$ cat src/mstp_pkg.sv
// constants and types shared by the MAC status, timestamp and control port block
`default_nettype none
package mstp_pkg;

  // ==========================================================================
  // time-of-day widths
  localparam int WIDE_W = 96;
  localparam int NARROW_W = 64;

  // ==========================================================================
  // control and status port layout
  localparam int ADDR_W = 16;
  localparam int DATA_W = 32;
  localparam logic [DATA_W-1:0] RDATA_RESET = 32'h0000_0000;
  localparam logic [DATA_W-1:0] TIMEOUT_FILL = 32'h0000_0000;

  // ==========================================================================
  // lane layout
  localparam int TX_PHYS_LANES = 10;
  localparam int VL_PER_PHYS = 2;
  localparam int RX_LANES = 20;
  localparam int LANE_W = 8;

  // ==========================================================================
  // timing
  localparam int CLK_MHZ = 125;
  localparam int READ_TIMEOUT_NS = 10000;
  // longest wait, so rounded down
  localparam int READ_TIMEOUT_CYC = (READ_TIMEOUT_NS * CLK_MHZ) / 1000;
  localparam int TMO_W = $clog2(READ_TIMEOUT_CYC + 1);
  localparam logic [TMO_W-1:0] TMO_ZERO = '0;
  localparam logic [TMO_W-1:0] TMO_ONE = {{(TMO_W-1){1'b0}}, 1'b1};
  localparam logic [TMO_W-1:0] TMO_LAST = TMO_W'(READ_TIMEOUT_CYC - 1);

  // ==========================================================================
  // port sequencer states
  typedef enum logic [2:0] {
    MSTP_IDLE,
    MSTP_RD_WAIT,
    MSTP_RD_DONE,
    MSTP_WR_WAIT,
    MSTP_WR_DONE
  } mstp_state_t;

endpackage
`default_nettype wire

$ cat src/mstp_sync3.sv
// three-stage synchroniser whose output moves when stages two and three agree
`timescale 1ns/10ps
`default_nettype none
module mstp_sync3 #(
  parameter int WIDTH = 1
) (
  input wire logic sys_clk,
  input wire logic reset,
  input wire logic [WIDTH-1:0] d,
  output var logic [WIDTH-1:0] q
);

  logic [WIDTH-1:0] meta_r;
  logic [WIDTH-1:0] stage2_r;
  logic [WIDTH-1:0] stage3_r;
  logic [WIDTH-1:0] q_r;
  logic [WIDTH-1:0] agree;
  logic [WIDTH-1:0] q_nxt;

  // per-bit agreement filters a single-cycle disagreement after metastability
  assign agree = ~(stage2_r ^ stage3_r);
  assign q_nxt = (agree & stage3_r) | (~agree & q_r);

  always_ff @(posedge sys_clk or posedge reset) begin
    if (reset) begin
      meta_r <= '0;
      stage2_r <= '0;
      stage3_r <= '0;
      q_r <= '0;
    end else begin
      meta_r <= d;
      stage2_r <= meta_r;
      stage3_r <= stage2_r;
      q_r <= q_nxt;
    end
  end

  assign q = q_r;

endmodule
`default_nettype wire

$ cat src/mstp_core.sv
// MAC receive timestamps, lane status, serial lane mapping and control port slave
//
// Summary of operation
// - valid receive timestamp presented in the same cycle as receive start-of-packet
// - wide stamp carries V2 time of reception for every packet
// - narrow stamp carries 64-bit time of day of reception
// - wide valid flag high exactly when the wide stamp is valid
// - narrow valid flag high whenever the narrow stamp is valid
// - each stamp and flag is tied to zero when its format is disabled
// - receive ready only while every receive lane is aligned
// - transmit stable only while every transmit lane is aligned
// - virtual lanes zero and one travel on physical lane zero
// - control port is non-pipelined with variable read latency
// - control port runs on sys_clk, cleared by synchronous reset
// - 16-bit address, 32-bit write and read data, separate strobes
// - wait-request high while the port cannot accept or answer
// - read-data-valid marks the cycle read data holds the result
// - fixed counter raises read timeout when read data never arrives
// - timeout long enough to fire only on error accesses
// - wait-request held through a read, dropped with read-data-valid or with the read timeout
`timescale 1ns/10ps
`default_nettype none
module mstp_core
  import mstp_pkg::*;
#(
  parameter bit EN_WIDE = 1'b1,
  parameter bit EN_NARROW = 1'b1,
  parameter int PHYS_LANES = TX_PHYS_LANES,
  parameter int RX_LANE_COUNT = RX_LANES,
  parameter int LANE_WIDTH = LANE_W
) (
  input wire logic sys_clk,
  input wire logic reset,
  input wire logic status_reset,
  input wire logic rx_sop_in,
  input wire logic rx_ptp_in,
  input wire logic [WIDE_W-1:0] tod_wide_now,
  input wire logic [NARROW_W-1:0] tod_narrow_now,
  output var logic rx_sop_out,
  output var logic rx_ptp_out,
  output var logic [WIDE_W-1:0] rx_stamp_wide_value,
  output var logic rx_stamp_wide_ok,
  output var logic [NARROW_W-1:0] rx_stamp_narrow_value,
  output var logic rx_stamp_narrow_ok,
  input wire logic [RX_LANE_COUNT-1:0] rx_lane_aligned,
  input wire logic [PHYS_LANES-1:0] tx_lane_aligned,
  output var logic rx_pcs_ready,
  output var logic tx_lanes_stable,
  input wire logic [PHYS_LANES*VL_PER_PHYS*LANE_WIDTH-1:0] tx_vl_data,
  output var logic [PHYS_LANES*LANE_WIDTH-1:0] tx_serial_word,
  input wire logic [ADDR_W-1:0] status_addr,
  input wire logic status_read,
  input wire logic status_write,
  input wire logic [DATA_W-1:0] status_writedata,
  output var logic [DATA_W-1:0] status_readdata,
  output var logic status_readdata_valid,
  output var logic status_waitrequest,
  output var logic status_read_timeout,
  output var logic [ADDR_W-1:0] csr_bank_addr,
  output var logic [DATA_W-1:0] csr_bank_wdata,
  output var logic csr_bank_read,
  output var logic csr_bank_write,
  input wire logic [DATA_W-1:0] csr_bank_rdata,
  input wire logic csr_bank_rvalid,
  input wire logic csr_bank_wack
);

  localparam int VL_COUNT = PHYS_LANES * VL_PER_PHYS;

  // ==========================================================================
  // receive timestamps
  // the stamp is caught with the start-of-packet, so both leave on one edge
  logic sop_r;
  logic ptp_r;
  logic [WIDE_W-1:0] wide_r;
  logic [NARROW_W-1:0] narrow_r;

  always_ff @(posedge sys_clk or posedge reset) begin
    if (reset) begin
      sop_r <= 1'b0;
      ptp_r <= 1'b0;
    end else begin
      sop_r <= rx_sop_in;
      ptp_r <= rx_sop_in & rx_ptp_in;
    end
  end

  // stamps taken on every packet, not only timing packets
  always_ff @(posedge sys_clk or posedge reset) begin
    if (reset) begin
      wide_r <= '0;
      narrow_r <= '0;
    end else if (rx_sop_in) begin
      wide_r <= tod_wide_now;
      narrow_r <= tod_narrow_now;
    end
  end

  assign rx_sop_out = sop_r;
  assign rx_ptp_out = ptp_r;

  // a disabled format is tied off; the ports stay so one top fits all builds
  generate
    if (EN_WIDE) begin : g_wide
      assign rx_stamp_wide_value = wide_r;
      assign rx_stamp_wide_ok = sop_r;
    end else begin : g_no_wide
      assign rx_stamp_wide_value = '0;
      assign rx_stamp_wide_ok = 1'b0;
    end
    if (EN_NARROW) begin : g_narrow
      assign rx_stamp_narrow_value = narrow_r;
      assign rx_stamp_narrow_ok = sop_r;
    end else begin : g_no_narrow
      assign rx_stamp_narrow_value = '0;
      assign rx_stamp_narrow_ok = 1'b0;
    end
  endgenerate

  // ==========================================================================
  // lane status
  // alignment flags come from the transceiver clocks, hence the synchronisers
  logic [RX_LANE_COUNT-1:0] rx_align_s;
  logic [PHYS_LANES-1:0] tx_align_s;
  logic rx_ready_r;
  logic tx_stable_r;

  mstp_sync3 #(
    .WIDTH(RX_LANE_COUNT)
  ) u_rx_sync (
    .sys_clk(sys_clk),
    .reset(reset),
    .d(rx_lane_aligned),
    .q(rx_align_s)
  );

  mstp_sync3 #(
    .WIDTH(PHYS_LANES)
  ) u_tx_sync (
    .sys_clk(sys_clk),
    .reset(reset),
    .d(tx_lane_aligned),
    .q(tx_align_s)
  );

  always_ff @(posedge sys_clk or posedge reset) begin
    if (reset) begin
      rx_ready_r <= 1'b0;
      tx_stable_r <= 1'b0;
    end else begin
      rx_ready_r <= &rx_align_s;
      tx_stable_r <= &tx_align_s;
    end
  end

  assign rx_pcs_ready = rx_ready_r;
  assign tx_lanes_stable = tx_stable_r;

  // ==========================================================================
  // virtual lane to physical lane mapping
  // two virtual lanes share each physical lane, alternating word by word
  function automatic logic [LANE_WIDTH-1:0] vl_word(
    input logic [VL_COUNT*LANE_WIDTH-1:0] bus,
    input int idx
  );
    vl_word = bus[idx*LANE_WIDTH +: LANE_WIDTH];
  endfunction

  logic vl_phase_r;
  logic [PHYS_LANES*LANE_WIDTH-1:0] tx_word_r;
  logic [PHYS_LANES*LANE_WIDTH-1:0] tx_word_nxt;

  generate
    for (genvar k = 0; k < PHYS_LANES; k++) begin : g_vl
      assign tx_word_nxt[k*LANE_WIDTH +: LANE_WIDTH] = vl_phase_r ?
        vl_word(tx_vl_data, VL_PER_PHYS * k + 1) :
        vl_word(tx_vl_data, VL_PER_PHYS * k);
    end
  endgenerate

  always_ff @(posedge sys_clk or posedge reset) begin
    if (reset) begin
      vl_phase_r <= 1'b0;
      tx_word_r <= '0;
    end else begin
      vl_phase_r <= ~vl_phase_r;
      tx_word_r <= tx_word_nxt;
    end
  end

  assign tx_serial_word = tx_word_r;

  // ==========================================================================
  // control and status port sequencer
  // one access at a time: a second read cannot be queued behind the first
  mstp_state_t state_r;
  mstp_state_t state_nxt;
  logic [TMO_W-1:0] tmo_r;
  logic [TMO_W-1:0] tmo_nxt;
  logic tmo_hit;
  logic take_rd;
  logic take_wr;
  logic [DATA_W-1:0] rdata_r;
  logic [DATA_W-1:0] rdata_nxt;
  logic rvalid_r;
  logic timeout_r;
  logic [ADDR_W-1:0] addr_r;
  logic [DATA_W-1:0] wdata_r;
  logic bank_rd_r;
  logic bank_wr_r;

  // read has priority if a master wrongly raises both strobes
  assign take_rd = (state_r == MSTP_IDLE) && status_read;
  assign take_wr = (state_r == MSTP_IDLE) && status_write && !status_read;
  assign tmo_hit = (tmo_r == TMO_LAST);
  assign tmo_nxt = ((state_r == MSTP_RD_WAIT) || (state_r == MSTP_WR_WAIT)) ?
    tmo_r + TMO_ONE : TMO_ZERO;

  always_comb begin
    state_nxt = state_r;
    case (state_r)
      MSTP_IDLE: begin
        if (take_rd) begin
          state_nxt = MSTP_RD_WAIT;
        end else if (take_wr) begin
          state_nxt = MSTP_WR_WAIT;
        end
      end
      MSTP_RD_WAIT: begin
        if (csr_bank_rvalid || tmo_hit) begin
          state_nxt = MSTP_RD_DONE;
        end
      end
      MSTP_WR_WAIT: begin
        if (csr_bank_wack || tmo_hit) begin
          state_nxt = MSTP_WR_DONE;
        end
      end
      MSTP_RD_DONE: state_nxt = MSTP_IDLE;
      MSTP_WR_DONE: state_nxt = MSTP_IDLE;
      default: state_nxt = MSTP_IDLE;
    endcase
  end

  assign rdata_nxt = csr_bank_rvalid ? csr_bank_rdata : TIMEOUT_FILL;

  // status_reset is the port's own synchronous clear
  always_ff @(posedge sys_clk or posedge reset) begin
    if (reset) begin
      state_r <= MSTP_IDLE;
      tmo_r <= TMO_ZERO;
    end else if (status_reset) begin
      state_r <= MSTP_IDLE;
      tmo_r <= TMO_ZERO;
    end else begin
      state_r <= state_nxt;
      tmo_r <= tmo_nxt;
    end
  end

  always_ff @(posedge sys_clk or posedge reset) begin
    if (reset) begin
      rdata_r <= RDATA_RESET;
      rvalid_r <= 1'b0;
      timeout_r <= 1'b0;
    end else if (status_reset) begin
      rdata_r <= RDATA_RESET;
      rvalid_r <= 1'b0;
      timeout_r <= 1'b0;
    end else begin
      rvalid_r <= (state_r == MSTP_RD_WAIT) && csr_bank_rvalid;
      timeout_r <= (state_r == MSTP_RD_WAIT) && !csr_bank_rvalid && tmo_hit;
      if (state_r == MSTP_RD_WAIT && (csr_bank_rvalid || tmo_hit)) begin
        rdata_r <= rdata_nxt;
      end
    end
  end

  // request toward the register bank, launched once per accepted command
  always_ff @(posedge sys_clk or posedge reset) begin
    if (reset) begin
      addr_r <= '0;
      wdata_r <= '0;
      bank_rd_r <= 1'b0;
      bank_wr_r <= 1'b0;
    end else if (status_reset) begin
      bank_rd_r <= 1'b0;
      bank_wr_r <= 1'b0;
    end else begin
      bank_rd_r <= take_rd;
      bank_wr_r <= take_wr;
      if (take_rd || take_wr) begin
        addr_r <= status_addr;
        wdata_r <= status_writedata;
      end
    end
  end

  assign csr_bank_addr = addr_r;
  assign csr_bank_wdata = wdata_r;
  assign csr_bank_read = bank_rd_r;
  assign csr_bank_write = bank_wr_r;
  assign status_readdata = rdata_r;
  assign status_readdata_valid = rvalid_r;
  assign status_read_timeout = timeout_r;
  // the master holds its command until this drops in a done state
  assign status_waitrequest = !((state_r == MSTP_RD_DONE) ||
    (state_r == MSTP_WR_DONE));

  generate
    if (EN_WIDE) begin : g_wide_chk

    end
    if (EN_NARROW) begin : g_narrow_chk

    end
  endgenerate
endmodule
`default_nettype wire

$ cat config.mk
export PLATFORM = sky130hd
export DESIGN_NAME = mstp_core
export DESIGN_NICKNAME = d
export VERILOG_FILES = /design/src/mstp_pkg.sv /design/src/mstp_sync3.sv /design/src/mstp_core.sv
export SDC_FILE = /design/constraint.sdc
export NUM_CORES = 1
export LEC_CHECK = 0
export ABC_AREA = 0
export BUFFER_PORTS_ARGS = -buffer_cell sky130_fd_sc_hd__buf_4
export CAP_MARGIN = 20
export CORE_AREA = 2 2 295 297
export CTS_CLUSTER_SIZE = 16
export DETAILED_ROUTE_END_ITERATION = 16
export DIE_AREA = 0 0 297 299
export RECOVER_POWER = 50
export SLEW_MARGIN = 20
export SYNTH_ARGS = -nofsm -noshare
export SYNTH_HDL_FRONTEND = slang
export SYNTH_SLANG_ARGS = --single-unit
$ cat constraint.sdc
create_clock -name sys_clk -period 43.4 [get_ports sys_clk]
set_input_delay 13.02 -clock sys_clk [delete_from_list [all_inputs] [get_ports sys_clk]]
set_output_delay 13.02 -clock sys_clk [all_outputs]
set_load 0.1 [all_outputs]
==> summary by stage <==
Routing
The residual DRC count is 0. After detailed routing, the average wire length per cell comes to 18.5 um. The number of vias after detailed routing is 11.6k. The post-route antenna net violation count is 0. The post-detailed-routing wire length is 55300 um. The detailed-router iteration count before antenna repair is 4.

The violation count after the first detailed-routing iteration is 540. Using the TritonRoute via totals, the vias-per-cell ratio works out to 3.87.

Clock tree
The quantity of gates resized following cts is 0. The root buffer cell chosen for the clock tree is clkbuf_16. Clock latency on the worst-skew pair, taken at its later pin, is 0.61 ns. The number of setup buffers added after CTS is 0. The maximum buffer depth of the clock tree is 3. CTS built an H-tree with a depth of 2.

The post-cts hold buffer count is 0. TritonCTS created 52 clock buffers. After clock tree synthesis, the clock-pin slew on the worst setup and hold paths is 0.06 ns. The TritonCTS clock tree is yes. The clock net in this run drives a total of 463 sinks.

Critical path
The type of origin of the critical path is a primary input. The launching point of the worst reg2reg path is tmo_r[0]. The required time at the worst-slack endpoint is 42.16 ns.

The slowest stage of the critical path is the clkbuf_1 cell. The critical path goes through clkbuf_4 > clkinvlp_2 > clkbuf_1. The classification of the worst setup path is primary input to async pin.

In this run the worst path has a maximum fanout of 156. STA puts the critical path data arrival time at 21.90 ns. The endpoint class of the critical path is an async pin. Broken down by cell family, the worst path's largest delay share belongs to buffers and inverters. The stage delay of the slowest cell on the critical path is 5.63 ns. The first element of the critical path is reset. The number of buffers and inverters on the critical path is 3.

Yosys
The share of synthesized cell area in and, or, nand and nor gates is 3.21%. During synthesis, Yosys emitted a total of 0 warnings. The synthesized design contains 463 register bits. The post-synthesis cell area is 16500 um2. The synthesized net count is 1453.

Summing the sequential cell areas from Yosys gives 70.0% of the chip area. Multiplexer cells account for 19.7% of the synthesized area. The share of the synthesized area in compound gates (AO/OA/AOI/OAI) is 2.99%. By area, the combinational part of the netlist is dominated by multiplexers. The share of the synthesized netlist area taken by xor and xnor gates is 0.423%. The number of standard cells after synthesis is 1012.

The distinct cell type count after synthesis is 35. The share of synthesized cell area in full adder, half adder and majority cells is 1.97%. The mean instance size in the synthesized netlist is 16.4 um2.

Hold path
The worst min-delay path category is register to register. In this run the most critical hold path is launched from u_tx_sync.meta_r[9].

Floorplanning
The floorplan step set the die width to 297 um. In this run the vertical extent of the chip is 299 um. After floorplanning, the core was sized to cover 85900 um2. Row generation in the floorplan step produced 108 rows.

During I/O placement, the number of pins put on the boundary was 770. The area of the die is 88800 um2. For this configuration, the core starts out at a cell density of 19.3%.

Place
The count of input and output buffers is 769. The post-placement worst setup slack is 27.68 ns. The total half-perimeter wirelength after legalization and detailed placement is 41900 um.

The routability-driven placement congestion ratio is 0.923.

Global route
Global routing used 11.9% of the available tracks across all layers. The largest net degree at the start of global routing is 157. The total overflow left after global routing is 0. The initial antenna violation count came to 7.

The number of global-route vias before repair is 12.5k. The first global-routing pass estimated 80700 um of wire.

STA
In the finished design, the share of the clock period the worst path needs comes to 53.3%. The number of hold-slack violations in the final timing report is 0. Setup repair after global routing left no endpoint under its margin. Summed over all failing endpoints, the final setup total negative slack is 0 ns. The final-report max-slew violation count is 496. The setup violation total in the final timing report is 0.

The fmax is 43.2 MHz. The worst path meets setup with 20.26 ns of slack. Measured against its own limit, the worst slew margin works out to -419%. The minimum period implied by the final worst setup slack is 23.14 ns.

At the pin with the least slew margin, the transition time is 7.78 ns. The clock arrives with 0.0269 ns of skew.

Finish
Cells with a size suffix above 1 make up 61.3% of the layout. The area growth from synthesis to layout is 52.9%. The net count of the finished layout is 2232.

Run status
The checks that failed: capacitance limit, slew limit. The flow ran to the end, but the final reports show violations.

Run
The max-capacitance violation count is 7.

Power and ir drop
The maximum VDD drop is 0.0000436 V. For this design the static power due to leakage is 11.7 nW. The power per unit of standard cell area is 55.5 nW/um2.
flip-flops by register name (all words and copies together) (netlist names), 11 cells and up, named ones only:
register               cells
tx_serial_word            80
u_rx_sync.stage2_r        20
rx_stamp_narrow_value     64
csr_bank_addr             16
u_rx_sync.stage3_r        20
rx_stamp_wide_value       96
u_rx_sync.meta_r          20
status_readdata           32
csr_bank_wdata            32
tmo_r                     11
worst paths after layout:
kind	to	slack, ns	cells past startpoint
max in group sys_clk	rx_stamp_narrow_value[48]	25.70	3
min	u_tx_sync.stage2_r[9]	0.32	0
min reg2reg	u_tx_sync.stage2_r[9]	0.32	0
max reg2reg	status_readdata[6]	40.08	6
min in group asynchronous	rx_stamp_wide_value[0]	14.04	2
max	rx_stamp_narrow_value[8]	20.26	3
where the power goes:
group / switching, mW / internal [mW] / total, mW
combinational: 0.344 / 0.108 / 0.451
clock: 0.184 / 0.264 / 0.448
sequential: 0.0271 / 0.477 / 0.504
routing by layer:
metal | vias up | GRT usage, % | routed length [um]
li1 | 5167 | - | -
met1 | 5788 | 13.6 | 21300
met2 | 537 | 19.4 | 26800
met3 | 82 | 5.18 | 5520
met4 | 2 | 4.89 | 1660
met5 | - | 0 | 7
worst reg2reg max path, stage by stage (launching register included):
cell	delay, ns
dfrtp_1	0.42
ha_1	0.22
nand4b_1	0.14
nor3_4	0.08
nor3_1	1.42
clkbuf_1	0.72
o2bb2ai_1	0.19
layout make-up:
cell class              count  area (um2)
multi-input cells         491        4690
clock buffers              69        1440
fillers                  8762       60600
well taps                1155        1450
inverters                   4        16.3
clock inverters            25         317
repair buffers            779        5790
diodes                      6        15.0
flip-flops and latches    463       11600
cell usage after synthesis, drive strengths merged:
cell type  number  area [um2]
o2bb2ai        32         293
buf            23         154
o21ai           3        15.0
nand3           4        20.0
nor3            9        61.3
dfrtp         463       11600
xor2            3        26.3
nand2b          2        12.5
ha              2        25.0
xnor2           5        43.8
clkbuf         31         118
nor4b           1        8.76
a221oi          1        8.76
or3             4        25.0
nand2           6        22.5
nor3b           2        15.0
a21oi          34         170
nand4b          1        8.76
and3           33         206
or4             1        11.3
nor4            2        12.5
maj3           30         300
mux2          289        3250
or3b            1        8.76
o32ai           1        8.76
nand4           9        56.3
nor2           15        56.3
inv             4        15.0
and2            1        6.26
stage by stage:
step / utilization (%) / instance area, um2 / power, mW / hold slack [ns] / instances
final: 29.4 / 25300 / 1.40 / 0.323 / 2992
after detailed placement: 27.5 / 23600 / 0.965 / 0.335 / 2890
after global placement: 27.5 / 23600 / 0.960 / 0.333 / 2889
after CTS: 29.5 / 25400 / 1.42 / 0.336 / 2984
after floorplan: - / 16500 / 0.840 / 0.331 / 1012
after global routing: 29.4 / 25300 / 1.46 / 0.342 / 2991
layout by cell type (no fill, tap or decap), drive strengths merged:
master,instances
nand2,6
clkinvlp,4
clkbuf,168
nand4b,1
or3,4
and3,33
a21oi,34
nand3,4
nand4,9
nor4b,1
nor3,9
o21ai,3
xor2,3
ha,2
nand2b,2
o2bb2ai,32
nor4,2
buf,680
nor2,15
clkinv,14
diode,6
a221oi,1
bufinv,5
o32ai,1
dfrtp,463
and2,1
xnor2,5
mux2,289
maj3,30
nor3b,2
or4,1
or3b,1
inv,6
cells by family (layout without fill, tap and decap cells):
group,count (synthesis),count (layout)
DFF,463,463
muxes,289,289
and+or+nand+nor,91,91
AOI/OAI and AO/OA,71,71
buffers and inverters,58,877
adders and majority gates,32,32
xor gates and xnor gates,8,8
other,0,6
No activity file was read; power rests on OpenSTA's default activity.
